### config.mk
export PLATFORM = sky130hd
export DESIGN_NAME = scs_top
export DESIGN_NICKNAME = d
export VERILOG_FILES = /design/src/scs_pkg.sv /design/src/scs_sync.sv /design/src/scs_fifo.sv /design/src/scs_top.sv
export SDC_FILE = /design/constraint.sdc
export NUM_CORES = 1
export LEC_CHECK = 0
export ABC_AREA = 1
export BUFFER_PORTS_ARGS = -buffer_cell sky130_fd_sc_hd__buf_4
export CELL_PAD_IN_SITES_DETAIL_PLACEMENT = 1
export CELL_PAD_IN_SITES_GLOBAL_PLACEMENT = 2
export CORE_UTILIZATION = 41
export DETAILED_ROUTE_END_ITERATION = 10
export PLACE_DENSITY_LB_ADDON = 0.1
export SYNTH_ARGS = -nofsm -noshare
export SYNTH_HDL_FRONTEND = slang
export SYNTH_HIERARCHICAL = 1
export SYNTH_SLANG_ARGS = --single-unit
### constraint.sdc
create_clock -name MCLK -period 6.3 [get_ports MCLK]
set_input_delay 0.945 -clock MCLK [delete_from_list [all_inputs] [get_ports MCLK]]
set_output_delay 0.945 -clock MCLK [all_outputs]
set_load 0.005 [all_outputs]
### src/scs_pkg.sv
// constants and types shared by the serial configuration sequencer
package scs_pkg;

  // ****************************************
  // clock and timing
  // ****************************************
  localparam int CLK_MHZ            = 100;
  localparam int CF2CD_NS           = 1440;
  localparam int CF2ST0_NS          = 960;
  localparam int CF2CD_CYC          = (CF2CD_NS * CLK_MHZ) / 1000;
  localparam int CF2ST0_CYC         = (CF2ST0_NS * CLK_MHZ) / 1000;
  localparam int STATUS_MIN_US      = 268;
  localparam int STATUS_MAX_US      = 3000;
  localparam int STATUS_MIN_CYC     = STATUS_MIN_US * CLK_MHZ;
  localparam int STATUS_MAX_CYC     = STATUS_MAX_US * CLK_MHZ;
  localparam int CD2UM_MIN_US       = 175;
  localparam int CD2UM_MAX_US       = 830;
  localparam int CD2UM_MIN_CYC      = CD2UM_MIN_US * CLK_MHZ;
  localparam int INIT_CYCLES        = 600;
  localparam int CD2CU_PERIODS      = 4;
  localparam int OSC_DIV            = 8;
  localparam int OSC_INIT_CYC       = INIT_CYCLES * OSC_DIV;
  localparam int CD2CU_CYC          = CD2CU_PERIODS * OSC_DIV;

  // ****************************************
  // clock settings, dividers, states
  // ****************************************
  typedef enum logic [1:0] {
    SCS_CLK_12M5 = 2'h0,
    SCS_CLK_25M  = 2'h1,
    SCS_CLK_50M  = 2'h2,
    SCS_CLK_100M = 2'h3
  } scs_clk_sel_t;

  localparam logic [5:0] DIV_12M5 = 6'h07;
  localparam logic [5:0] DIV_25M  = 6'h03;
  localparam logic [5:0] DIV_50M  = 6'h01;
  localparam logic [5:0] DIV_100M = 6'h00;

  typedef enum logic [4:0] {
    SCS_RESET = 5'h01,
    SCS_WAIT  = 5'h02,
    SCS_RECV  = 5'h04,
    SCS_INIT  = 5'h08,
    SCS_USER  = 5'h10
  } scs_state_t;

  localparam int FIFO_W = 8;
  localparam int FIFO_D = 4;

  function automatic logic [5:0] scs_half_div(input scs_clk_sel_t s, input logic chained);
    logic [5:0] d;
    d = DIV_12M5;
    case (s)
      SCS_CLK_12M5: d = DIV_12M5;
      SCS_CLK_25M:  d = DIV_25M;
      SCS_CLK_50M:  d = DIV_50M;
      SCS_CLK_100M: d = chained ? DIV_50M : DIV_100M;
    endcase
    return d;
  endfunction : scs_half_div

endpackage : scs_pkg

### src/scs_sync.sv
// three-stage synchroniser with agreement filter
`timescale 1ns/100ps
`default_nettype none
module scs_sync
  import scs_pkg::*;
(
  input  wire logic clk,
  input  wire logic rst_n,
  input  wire logic d,
  output var  logic q
);
  logic s1_ff;
  logic s2_ff;
  logic s3_ff;

  always_ff @(posedge clk or negedge rst_n)
  begin
    if (!rst_n)
    begin
      s1_ff <= 1'b1;
      s2_ff <= 1'b1;
      s3_ff <= 1'b1;
      q     <= 1'b1;
    end
    else
    begin
      s1_ff <= d;
      s2_ff <= s1_ff;
      s3_ff <= s2_ff;
      if (s2_ff == s3_ff)
        q <= s3_ff;
    end
  end
endmodule : scs_sync
`default_nettype wire

### src/scs_fifo.sv
// small flip-flop FIFO with valid/ready on both sides
`timescale 1ns/100ps
`default_nettype none
module scs_fifo
  import scs_pkg::*;
#(
  parameter int W = FIFO_W,
  parameter int D = FIFO_D
)
(
  input  wire logic         clk,
  input  wire logic         rst_n,
  input  wire logic         flush,
  input  wire logic [W-1:0] in_data,
  input  wire logic         in_valid,
  output var  logic         in_ready,
  output var  logic [W-1:0] out_data,
  output var  logic         out_valid,
  input  wire logic         out_ready
);
  localparam int AW = $clog2(D);
  logic [W-1:0] mem_ff [D];
  logic [AW-1:0] wr_ff;
  logic [AW-1:0] rd_ff;
  logic [AW:0]   cnt_ff;
  logic          push;
  logic          pop;

  assign in_ready  = (cnt_ff != (AW+1)'(D));
  assign out_valid = (cnt_ff != '0);
  assign push      = in_valid && in_ready;
  assign pop       = out_valid && out_ready;
  assign out_data  = mem_ff[rd_ff];

  always_ff @(posedge clk)
  begin
    if (push)
      mem_ff[wr_ff] <= in_data;
  end

  always_ff @(posedge clk or negedge rst_n)
  begin
    if (!rst_n)
    begin
      wr_ff  <= '0;
      rd_ff  <= '0;
      cnt_ff <= '0;
    end
    else if (flush)
    begin
      wr_ff  <= '0;
      rd_ff  <= '0;
      cnt_ff <= '0;
    end
    else
    begin
      if (push)
        wr_ff <= AW'(wr_ff + 1'b1);
      if (pop)
        rd_ff <= AW'(rd_ff + 1'b1);
      cnt_ff <= (AW+1)'(cnt_ff + push - pop);
    end
  end

  a_fifo_no_over: assert property (@(posedge clk) disable iff (!rst_n)
    (!in_ready && !flush) |=> wr_ff == $past(wr_ff))
    else $error("fifo write pointer moved while full");
endmodule : scs_fifo
`default_nettype wire

### src/scs_top.sv
// serial configuration sequencer top: reset handshake, data path, initialization
`timescale 1ns/100ps
`default_nettype none
module scs_top
  import scs_pkg::*;
#(
  parameter int STATUS_CYC     = STATUS_MIN_CYC,
  parameter int CD2UM_CYC      = CD2UM_MIN_CYC
)
(
  input  wire logic       MCLK,
  input  wire logic       NRST,
  input  wire logic       CFG_REQ_N,
  input  wire logic       STATUS_N_IN,
  output var  logic       STATUS_N_OE,
  output logic            STATUS_N_OUT,
  output var  logic       CONF_DONE,
  output var  logic       USER_MODE,
  input  wire logic       ACTIVE_SERIAL_SCHEME,
  input  wire logic       USER_INIT_CLOCK_EN,
  input  wire logic       CHAINED,
  input  wire logic [1:0] CLK_SEL,
  input  wire logic       CONFIG_CLOCK_IN,
  output var  logic       CONFIG_CLOCK_OUT,
  output var  logic       CONFIG_CLOCK_OE,
  input  wire logic       CONFIG_DATA_IN,
  output var  logic       FLASH_COMMAND_OUT,
  input  wire logic       USER_INIT_CLOCK,
  output var  logic       USER_INIT_CLOCK_ENABLED,
  input  wire logic [7:0] CMD_DATA,
  input  wire logic       CMD_VALID,
  output logic            CMD_READY,
  input  wire logic       LOAD_DONE,
  output var  logic [7:0] CFG_BYTE,
  output logic            CFG_BYTE_VALID,
  input  wire logic       CFG_BYTE_READY
);

  // ****************************************
  // reset release and input synchronisers
  // ****************************************
  logic       rst_a_ff;
  logic       rst_n;
  logic       req_n_s;
  logic       stat_n_s;
  logic       cclk_s;
  logic       cdat_s;
  logic       uclk_s;

  always_ff @(posedge MCLK or negedge NRST)
  begin
    if (!NRST)
    begin
      rst_a_ff <= 1'b0;
      rst_n    <= 1'b0;
    end
    else
    begin
      rst_a_ff <= 1'b1;
      rst_n    <= rst_a_ff;
    end
  end

  scs_sync u_req  (.clk(MCLK), .rst_n(rst_n), .d(CFG_REQ_N),       .q(req_n_s));
  scs_sync u_stat (.clk(MCLK), .rst_n(rst_n), .d(STATUS_N_IN),     .q(stat_n_s));
  scs_sync u_cclk (.clk(MCLK), .rst_n(rst_n), .d(CONFIG_CLOCK_IN), .q(cclk_s));
  scs_sync u_cdat (.clk(MCLK), .rst_n(rst_n), .d(CONFIG_DATA_IN),  .q(cdat_s));
  scs_sync u_uclk (.clk(MCLK), .rst_n(rst_n), .d(USER_INIT_CLOCK), .q(uclk_s));

  // ****************************************
  // sequencing state machine
  // ****************************************
  scs_state_t state_ff;
  scs_state_t nxt_state;
  logic [31:0] tmr_ff;
  logic [9:0]  init_cnt_ff;
  logic        init_tick;
  logic        uclk_d_ff;
  logic        osc_tick;
  logic [2:0]  osc_ff;

  always_comb
  begin
    nxt_state = state_ff;
    unique case (state_ff)
      SCS_RESET: if (tmr_ff >= 32'(STATUS_CYC) && req_n_s) nxt_state = SCS_WAIT;
      SCS_WAIT:  if (stat_n_s) nxt_state = SCS_RECV;
      SCS_RECV:  if (LOAD_DONE) nxt_state = SCS_INIT;
      SCS_INIT:  if (init_cnt_ff == 10'(INIT_CYCLES)) nxt_state = SCS_USER;
      SCS_USER:  nxt_state = SCS_USER;
      default:   nxt_state = SCS_RESET;
    endcase
    if (!req_n_s)
      nxt_state = SCS_RESET;
  end

  always_ff @(posedge MCLK or negedge rst_n)
  begin
    if (!rst_n)
      state_ff <= SCS_RESET;
    else
      state_ff <= nxt_state;
  end

  // one timer serves the status low width and the init delay
  always_ff @(posedge MCLK or negedge rst_n)
  begin
    if (!rst_n)
      tmr_ff <= 32'h00000000;
    else if (nxt_state != state_ff)
      tmr_ff <= 32'h00000000;
    else if (tmr_ff != 32'hFFFFFFFF)
      tmr_ff <= tmr_ff + 32'h00000001;
  end

  // ****************************************
  // status and done pins
  // ****************************************
  assign STATUS_N_OUT = 1'b0;

  always_ff @(posedge MCLK or negedge rst_n)
  begin
    if (!rst_n)
    begin
      STATUS_N_OE <= 1'b1;
      CONF_DONE   <= 1'b0;
      USER_MODE   <= 1'b0;
    end
    else
    begin
      STATUS_N_OE <= (nxt_state == SCS_RESET);
      CONF_DONE   <= (nxt_state == SCS_INIT) || (nxt_state == SCS_USER);
      USER_MODE   <= (nxt_state == SCS_USER);
    end
  end

  // ****************************************
  // initialization clock: internal divider or user clock
  // ****************************************
  always_ff @(posedge MCLK or negedge rst_n)
  begin
    if (!rst_n)
    begin
      osc_ff    <= 3'h0;
      uclk_d_ff <= 1'b0;
    end
    else
    begin
      osc_ff    <= 3'(osc_ff + 3'h1);
      uclk_d_ff <= uclk_s;
    end
  end
  assign osc_tick = (osc_ff == 3'h7);

  always_ff @(posedge MCLK or negedge rst_n)
  begin
    if (!rst_n)
      USER_INIT_CLOCK_ENABLED <= 1'b0;
    else
      USER_INIT_CLOCK_ENABLED <= USER_INIT_CLOCK_EN && state_ff == SCS_INIT
                                 && tmr_ff >= 32'(CD2CU_CYC);
  end

  // oscillator ticks are held off until CD2UM_CYC - OSC_INIT_CYC + OSC_DIV cycles, so the last tick lands at or after the minimum user-mode delay
  assign init_tick = USER_INIT_CLOCK_EN ? (USER_INIT_CLOCK_ENABLED && uclk_s && !uclk_d_ff)
                                        : (osc_tick && tmr_ff >= 32'(CD2UM_CYC - OSC_INIT_CYC + OSC_DIV));

  always_ff @(posedge MCLK or negedge rst_n)
  begin
    if (!rst_n)
      init_cnt_ff <= 10'h000;
    else if (state_ff != SCS_INIT)
      init_cnt_ff <= 10'h000;
    else if (init_tick && init_cnt_ff != 10'(INIT_CYCLES))
      init_cnt_ff <= 10'(init_cnt_ff + 10'h001);
  end

  // ****************************************
  // configuration clock generation and data path
  // ****************************************
  logic [5:0] div_ff;
  logic       cclk_d_ff;
  logic       as_fall;
  logic       ps_rise;
  logic [7:0] sh_ff;
  logic [2:0] bit_ff;
  logic       byte_vld_ff;
  logic [7:0] cmd_sh_ff;
  logic [2:0] cmd_bits_ff;
  logic       in_ready;
  logic       recv;

  assign recv    = (state_ff == SCS_RECV);
  assign as_fall = ACTIVE_SERIAL_SCHEME && recv && CONFIG_CLOCK_OUT
                   && div_ff >= scs_half_div(scs_clk_sel_t'(CLK_SEL), CHAINED) && in_ready;
  assign ps_rise = !ACTIVE_SERIAL_SCHEME && recv && cclk_s && !cclk_d_ff;

  always_ff @(posedge MCLK or negedge rst_n)
  begin
    if (!rst_n)
    begin
      div_ff           <= 6'h00;
      CONFIG_CLOCK_OUT <= 1'b0;
      CONFIG_CLOCK_OE  <= 1'b0;
      cclk_d_ff        <= 1'b0;
    end
    else
    begin
      cclk_d_ff       <= cclk_s;
      CONFIG_CLOCK_OE <= ACTIVE_SERIAL_SCHEME && recv;
      if (!(ACTIVE_SERIAL_SCHEME && recv))
      begin
        div_ff           <= 6'h00;
        CONFIG_CLOCK_OUT <= 1'b0;
      end
      // a faster setting chosen mid-count takes effect at once instead of wrapping
      else if (div_ff >= scs_half_div(scs_clk_sel_t'(CLK_SEL), CHAINED))
      begin
        div_ff <= 6'h00;
        // clock stalls low-going while the fifo is full
        if (in_ready || !CONFIG_CLOCK_OUT)
          CONFIG_CLOCK_OUT <= !CONFIG_CLOCK_OUT;
      end
      else
        div_ff <= 6'(div_ff + 6'h01);
    end
  end

  // command bits shift out on the falling edge we generate
  always_ff @(posedge MCLK or negedge rst_n)
  begin
    if (!rst_n)
    begin
      cmd_sh_ff         <= 8'h00;
      cmd_bits_ff       <= 3'h0;
      FLASH_COMMAND_OUT <= 1'b0;
    end
    else if (CMD_READY && CMD_VALID)
    begin
      cmd_sh_ff   <= CMD_DATA;
      cmd_bits_ff <= 3'h7;
    end
    // a command cut by a restart is dropped, not resumed
    else if (!recv)
      cmd_bits_ff <= 3'h0;
    else if (as_fall)
    begin
      FLASH_COMMAND_OUT <= cmd_sh_ff[7];
      cmd_sh_ff         <= {cmd_sh_ff[6:0], 1'b0};
      if (cmd_bits_ff != 3'h0)
        cmd_bits_ff <= 3'(cmd_bits_ff - 3'h1);
    end
  end
  assign CMD_READY = recv && ACTIVE_SERIAL_SCHEME && cmd_bits_ff == 3'h0;

  always_ff @(posedge MCLK or negedge rst_n)
  begin
    if (!rst_n)
    begin
      sh_ff       <= 8'h00;
      bit_ff      <= 3'h0;
      byte_vld_ff <= 1'b0;
    end
    else
    begin
      if (byte_vld_ff && in_ready)
        byte_vld_ff <= 1'b0;
      if (!recv)
        bit_ff <= 3'h0;
      else if (as_fall || ps_rise)
      begin
        sh_ff  <= {sh_ff[6:0], cdat_s};
        bit_ff <= 3'(bit_ff + 3'h1);
        if (bit_ff == 3'h7)
          byte_vld_ff <= 1'b1;
      end
    end
  end

  scs_fifo #(.W(FIFO_W), .D(FIFO_D)) u_fifo (
    .clk      (MCLK),
    .rst_n    (rst_n),
    .flush    (state_ff == SCS_RESET),
    .in_data  (sh_ff),
    .in_valid (byte_vld_ff),
    .in_ready (in_ready),
    .out_data (CFG_BYTE),
    .out_valid(CFG_BYTE_VALID),
    .out_ready(CFG_BYTE_READY)
  );

  // ****************************************
  // checks
  // ****************************************
  a_done_drop: assert property (@(posedge MCLK) disable iff (!rst_n)
    $fell(req_n_s) |-> ##[1:2] !CONF_DONE)
    else $error("config done not low after request");
  a_status_drop: assert property (@(posedge MCLK) disable iff (!rst_n)
    $fell(req_n_s) |-> ##1 STATUS_N_OE)
    else $error("status not driven low");
  a_status_hold: assert property (@(posedge MCLK) disable iff (!rst_n)
    (state_ff == SCS_RESET && tmr_ff < 32'(STATUS_CYC)) |-> ##1 STATUS_N_OE)
    else $error("status released early");
  a_user_order: assert property (@(posedge MCLK) disable iff (!rst_n)
    $rose(USER_MODE) |-> CONF_DONE && $past(state_ff) == SCS_INIT)
    else $error("user mode without init");
  a_init_count: assert property (@(posedge MCLK) disable iff (!rst_n)
    (state_ff == SCS_USER && $past(state_ff) == SCS_INIT) |-> $past(init_cnt_ff) == 10'(INIT_CYCLES))
    else $error("init count wrong");
  a_uclk_late: assert property (@(posedge MCLK) disable iff (!rst_n)
    $rose(USER_INIT_CLOCK_ENABLED) |-> $past(tmr_ff) >= 32'(CD2CU_CYC))
    else $error("user clock enabled early");
  a_no_100_chain: assert property (@(posedge MCLK) disable iff (!rst_n)
    (CHAINED && CONFIG_CLOCK_OE && $changed(CONFIG_CLOCK_OUT)) |=> ($stable(CONFIG_CLOCK_OUT) || !CONFIG_CLOCK_OE))
    else $error("100 MHz used when chained");
  a_ps_capture: assert property (@(posedge MCLK) disable iff (!rst_n)
    ps_rise |=> sh_ff[0] == $past(cdat_s))
    else $error("data not captured on rise");
  a_as_capture: assert property (@(posedge MCLK) disable iff (!rst_n)
    as_fall |=> sh_ff[0] == $past(cdat_s))
    else $error("flash data not captured on fall");
  a_as_quiet: assert property (@(posedge MCLK) disable iff (!rst_n)
    (!as_fall && !(CMD_READY && CMD_VALID)) |=> $stable(FLASH_COMMAND_OUT))
    else $error("command out moved off falling edge");
endmodule : scs_top
`default_nettype wire

==> reports/results.ini, run 1 <==
[yosys]
postSynthCellCount=841
yosysTopAreaCellShare_pct=31.9
async_flop_share_pct=78.5
synth-seq-cells=149
syn_area_sq_mm=0.00745
synth-edff-count=32
synth_top_area_cell=dfrtp_1
post_synth_num_cell_types=53
ys_seq_area_share_pct=52.6
yosysWarnings=6
synth-main-ff-cell=dfrtp_1
avgSynthCellArea_sq_um=8.86
synthTopCellsByArea=dfrtp_1 32%, edfxtp_1 13%, nand2_1 8.5%

[sta]
period_needed_ps=3000
period_share_pct=47.6
rsz0062_at_grt=no
holdWs_ps=290
relSlewSlack_pct=31.0
slew_viol_final=0
max_freq_mhz=333
tightestPinTransition_ps=1030
fin_worst_skew_ps=13.7
hold_violations=0
setup_viol=0
setup-tns-final_ps=0

[run_status]
status=finished clean

[clocking]
cts.repair.resized=0
clk_latency_ps=430
htree_levels=4
cts_tree=yes
cts.sinks=149
cts_setup_buffers=0
holdBufCountCts=0
cts_buffer_depth=2
clkTransAtPathRegs_ps=70
cts-root-buf=clkbuf_16
numCtsBuffers=17

[route]
routed_wl_microns=17800
dr.pass1.iters=4
wire_per_inst_microns=15.9
ant_nets=0
drc=0
avgViaCountPerCell=5.11
dr_total_vias=5727
initialDrtViolationCount=206

[global_route]
grt_pass1_vias=6103
use_met1_pct=24.6
top_usage_layer=met2
met2_usage_pct=37.7
grt_max_degree=78
grt_util_met3_pct=4.07
overflow=0
grt_antenna_before_repair=0
grt_pass1_wl_microns=29900
grt_use_total_pct=20.7

[critical_path]
arrival_ps=2060
crit_type=register to output pin
crit_path_end_kind=output pin
worstSetupStartpointType=register
critical_path.max_fanout=20
required_ps=5350

[die]
io_pins=41
die-area_sq_mm=0.0187
die_y_microns=137
die_w_microns=137
floorplan.initialDensity_pct=42.5
row_count=48
core_sq_mm=0.0175

[finish]
drive_gt1_share_pct=15.1
layout.cells.non_filler=1120
antenna_cells=0
area_growth_pct=14.6
fin_nets=926

[hold_path]
hold_path.class=primary input to async pin

[power_and_ir_drop]
seqPwrFrac_pct=47.8
swShare_pct=22.3
clkPwrFrac_pct=50.2
power_frac_comb_pct=2.0
ir_drop_v=0.000187
leakage_uw=0.00388
power_density_mw_per_mm2=252
p_int_uw=1670
switchingPower_uw=480

[placement]
place_inst=1088
gp_congestion=0.776
port_buffers=39
hpwlAfterDp_microns=12600

[job]
maxCapViolCount=0

[worst paths after layout]
path,slack [ps],cells past startpoint,startpoint,end
setup / recovery,3300,4,u_fifo/rd_ff[0]$_DFFE_PN0P_,CFG_BYTE[3]
min in group MCLK,360,0,u_req/s1_ff$_DFF_PN1_,u_req/s2_ff$_DFF_PN1_
hold reg to reg,310,0,rst_n$_DFF_PN0_,cmd_bits_ff[2]$_DFFE_PN0P_
hold / removal,290,1,NRST,rst_n$_DFF_PN0_
setup reg to reg,3730,10,state_ff[1]$_DFF_PN0_,sh_ff[3]$_DFFE_PN0P_
max in group asynchronous,4570,1,rst_n$_DFF_PN0_,div_ff[1]$_DFF_PN0_
[state kept, by name (all words and copies together), names as in the netlist, 2 cells and up]
name           cells
sh_ff              8
tmr_ff            32
init_cnt_ff       10
osc_ff             3
u_fifo/cnt_ff      3
div_ff             6
u_fifo/wr_ff       2
state_ff           5
cmd_sh_ff          8
u_fifo/rd_ff       2
u_fifo/mem_ff     32
bit_ff             3
cmd_bits_ff        3
[area by class of cell]
cell class              count  area (sq um)
inverters                 116           435
clock inverters            13           158
multi-input cells         558          2970
repair buffers             40           300
flip-flops and latches    149          3920
well taps                 225           282
fillers                  2057          9000
clock buffers              19           475
[synthesized netlist by cell type (4+ instances only)]
master / number
nor2_1: 108
o211ai_1: 8
xor2_1: 24
inv_1: 113
nor2_2: 22
buf_2: 8
clkbuf_1: 4
dfrtp_1: 95
edfxtp_1: 32
a21oi_1: 10
dfstp_2: 22
xnor2_1: 5
nand4_1: 31
nor3_1: 16
nand3_1: 44
nor4_1: 4
nand2_1: 168
o22ai_1: 8
o21ai_1: 4
ha_1: 20
o21ai_0: 48
[cell families (layout without fill, tap and decap cells)]
logic type / Yosys count / in the layout / synth area share (%)
and+or+nand+nor: 414 / 414 / 25.6
DFF: 149 / 149 / 52.6
buffers and inverters: 136 / 188 / 7.68
AOI/OAI and AO/OA: 90 / 90 / 7.04
xor gates and xnor gates: 29 / 29 / 3.41
adders and majority gates: 21 / 21 / 3.63
other: 2 / 4 / 0.101
[layer usage]
layer,up-vias,wire [microns]
li1,2813,-
met1,2844,7800
met2,56,9400
met3,14,419
met4,0,209
met5,-,0
[power by group through the flow]
stage               combinational [uW]  sequential, uW  clock (uW)
CTS                               44.3            1030        1100
global route                      49.5            1030        1140
finish                            42.7            1030        1080
floorplan                         18.7            1050           0
global placement                  40.7            1040           0
detailed placement                44.1            1050           0
[cells in the final DEF, fill, tap and decap left out, drive strengths merged, types with 3 or more instances in the layout]
cell	count
o211ai	8
nor4	4
nand3	47
buf	40
clkinvlp	3
edfxtp	32
nor2	133
nand4	32
nor3	17
nor3b	4
inv	121
o22ai	9
xnor2	5
dfstp	22
a21oi	10
o21ai	53
nand2	172
dfrtp	95
conb	4
ha	20
clkinv	3
clkbuf	19
xor2	24
[metrics by stage]
step	instance area (sq um)	util [%]	worst slack, ps	total power [uW]
finish	8540	48.7	3300	2150
global route	8540	48.7	3190	2220
CTS	8540	48.7	3290	2180
detailed placement	7900	45.1	2980	1090
global placement	7900	45.1	3130	1090
floorplan	7450	-	2840	1060
[worst max-delay path, stage by stage, from the launching register on]
cell	delay (ps)
dfrtp_1	810
inv_2	300
o21ai_0	250
o22ai_1	120
buf_4	150
Note: power is estimated with default switching activity, not from simulation.
==> inputs of run 2 (changes only) <==
- ABC_AREA: 1 -> 0
- CORE_UTILIZATION: 41 -> 42
- clock period: 6.3 -> 2.8 ns (I/O delays scaled with it)
==> run 2 against run 1 <==
Wire length decreased by 8.7%. Final area decreased by 1.9%. Utilization increased by 1.5 points. Combinational power increased by 120%. Largest cell class unchanged. Largest power group is now sequential cells. Highest routed layer unchanged.
==> reports/results.ini, run 2 <==
[run_status]
status=finished clean  ; unchanged

[power_and_ir_drop]
power_density_mw_per_mm2=555  ; was 252 mW/mm^2
ir_drop_v=0.000431  ; was 0.000187 V
leakage_uw=0.00332  ; was 0.00388 uW

[global_route]
grt_util_met3_pct=4.11  ; was 4.07%
use_met1_pct=25.4  ; was 24.6%
grt_antenna_before_repair=0  ; unchanged
met2_usage_pct=35.1  ; was 37.7%
grt_pass1_wl_microns=28200  ; was 29900 microns
grt_pass1_vias=5547  ; was 6103
overflow=0  ; unchanged
top_usage_layer=met2  ; unchanged
grt_use_total_pct=20.2  ; was 20.7%
grt_max_degree=73  ; was 78

[placement]
place_inst=876  ; was 1088
hpwlAfterDp_microns=11300  ; was 12600 microns
place_ws_ps=253  ; was 2980 ps
gp_congestion=0.788  ; was 0.776
port_buffers=39  ; unchanged

[yosys]
avgSynthCellArea_sq_um=11.5  ; was 8.86 sq um
synth-edff-count=32  ; unchanged
yosysMostFrequentCell=dfrtp_1  ; was nand2_1
synth-seq-cells=149  ; unchanged
synth_commonest_cells=95 x dfrtp_1, 42 x nand2_1, 38 x nor2_1  ; was 168 x nand2_1, 113 x inv_1, 108 x nor2_1
yosysTopAreaCellShare_pct=32.9  ; was 31.9%
yosysWarnings=6  ; unchanged
synthTopCellsByArea=dfrtp_1 33%, edfxtp_1 13%, dfstp_2 8.0%  ; was dfrtp_1 32%, edfxtp_1 13%, nand2_1 8.5%
syn_area_sq_mm=0.00722  ; was 0.00745 sq mm
async_flop_share_pct=78.5  ; unchanged
postSynthCellCount=626  ; was 841
synth-main-ff-cell=dfrtp_1  ; unchanged
synth_top_area_cell=dfrtp_1  ; unchanged
ys_seq_area_share_pct=54.2  ; was 52.6%
post_synth_num_cell_types=81  ; was 53

[finish]
top_regs=tmr_ff (32), u_fifo/mem_ff (32), init_cnt_ff (10)  ; unchanged
final_common_cell=dfrtp_1  ; was nand2_1
fin_nets=720  ; was 926
final_cell_mix=94 x dfrtp_1, 60 x buf_4, 42 x nand2_1  ; was 168 x nand2_1, 113 x inv_1, 108 x nor2_1
antenna_cells=0  ; unchanged
fillerInstances=1779  ; was 2057
area_growth_pct=16.0  ; was 14.6%
layout.cells.non_filler=909  ; was 1120
drive_gt1_share_pct=23.4  ; was 15.1%
utilization_pct=50.2  ; was 48.7%

[critical_path]
path_cells=nor4_1, nand3_1, o311ai_2, nand4_2, buf_4, a21oi_1  ; was inv_2, o21ai_0, o22ai_1, buf_4
arrival_ps=2880  ; was 2060 ps
required_ps=3140  ; was 5350 ps
critical_path.max_fanout=20  ; unchanged
crit_path_end_kind=register  ; was output pin
slowest_delay_ps=530  ; was 810 ps
crit_slowest_cell=nand4_2  ; was dfrtp_1
crit_type=register to register  ; was register to output pin
worstSetupStartpointType=register  ; unchanged

[route]
dr_total_vias=5120  ; was 5727
drc=0  ; unchanged
initialDrtViolationCount=187  ; was 206
avgViaCountPerCell=5.63  ; was 5.11
wire_per_inst_microns=17.9  ; was 15.9 microns
ant_nets=0  ; unchanged
dr.pass1.iters=4  ; unchanged
routed_wl_microns=16300  ; was 17800 microns

[die]
die-area_sq_mm=0.0177  ; was 0.0187 sq mm
floorplan.initialDensity_pct=43.2  ; was 42.5%
row_count=47  ; was 48
die_w_microns=133  ; was 137 microns
die_y_microns=133  ; was 137 microns
core_sq_mm=0.0167  ; was 0.0175 sq mm
io_pins=41  ; unchanged

[clocking]
htree_levels=4  ; unchanged
clk_latency_ps=430  ; about the same
cts_tree=yes  ; unchanged
cts_setup_buffers=0  ; unchanged
numCtsBuffers=17  ; unchanged
cts_buffer_depth=2  ; unchanged
cts.repair.resized=0  ; unchanged
cts.sinks=149  ; unchanged
clkTransAtPathRegs_ps=70  ; about the same
cts-root-buf=clkbuf_16  ; unchanged

[sta]
slew_viol_final=0  ; unchanged
tightestPinTransition_ps=622  ; was 1030 ps
max_freq_mhz=394
holdWs_ps=92.4  ; was 290 ps
setup-tns-final_ps=0  ; unchanged
rsz0062_at_grt=no  ; unchanged
relSlewSlack_pct=57.5  ; was 31.0%
hold_violations=0  ; unchanged
period_share_pct=90.7
worst_slack_ps=261  ; was 3300 ps
fin_worst_skew_ps=14.2  ; was 13.7 ps
period_needed_ps=2540
setup_viol=0  ; unchanged

[hold_path]
hold_path.class=primary input to register  ; was primary input to async pin

[job]
maxCapViolCount=0  ; unchanged

run 2: report_power, final:
group	internal, uW	switching [uW]
Clock	1270	1000
Sequential	2250	31.0
Combinational	42.6	51.1
Total	3560	1090
run 2: cells by family after synthesis:
| family | after synthesis | synth area share (%) |
|---|---|---|
| AND/OR/NAND/NOR | 235 | 18.7 |
| buffers and inverters | 59 | 4.11 |
| other | 2 | 0.104 |
| AO/OA/AOI/OAI | 108 | 10.1 |
| adder cells (fa/ha/maj) | 26 | 4.52 |
| multiplexers | 34 | 6.63 |
| XOR/XNOR | 13 | 1.58 |
| flip-flops | 149 | 54.2 |
run 2: critical path, delay by kind of cell, from the launching register on:
kind	cells	cell delay, ps
AOI/OAI and AO/OA	2	510
DFF	1	450
and+or+nand+nor	3	1120
buffers and inverters	1	380
run 2: layout make-up:
| class | instances | area, sq um | area share, % |
|---|---|---|---|
| Tap cell | 220 | 275 | 3.29 |
| Clock buffer | 17 | 425 | 5.08 |
| Timing Repair Buffer | 62 | 480 | 5.73 |
| Clock inverter | 15 | 161 | 1.93 |
| Inverter | 26 | 97.6 | 1.16 |
| Sequential cell | 149 | 3920 | 46.8 |
| Multi-Input combinational cell | 420 | 3020 | 36.0 |
run 2: path summary, 6_finish.rpt:
path / startpoint / end / slack [ps] / cells after the start
worst max-delay path: tmr_ff[16]$_DFFE_PN0P_ / tmr_ff[12]$_DFFE_PN0P_ / 260 / 6
worst min-delay path: CONFIG_CLOCK_IN / u_cclk/s1_ff$_DFF_PN1_ / 90 / 1
worst max register to register: tmr_ff[16]$_DFFE_PN0P_ / tmr_ff[12]$_DFFE_PN0P_ / 260 / 6
worst min register to register: rst_n$_DFF_PN0_ / cmd_sh_ff[0]$_DFFE_PN0P_ / 350 / 0
max in group asynchronous: rst_n$_DFF_PN0_ / u_uclk/s3_ff$_DFF_PN1_ / 1610 / 1
min in group asynchronous: NRST / rst_n$_DFF_PN0_ / 300 / 2
run 2: what timing repair did:
item	4_1_cts	5_1_grt
hold endpoints to repair	2	0
setup endpoints to repair	0	0
hold buffers	1	0
run 2: per-stage QoR:
step	total power [uW]	area, sq um
detailed placement	2420	7780
floorplan	2360	7230
finish	4650	8380
global route	4830	8380
CTS	4710	8380
global placement	2420	7780
run 2: layer usage:
metal,vias up,share of wire [%]
li1,2415,-
met5,-,0
met1,2623,44
met2,67,52
met3,15,2.5
met4,0,1.2
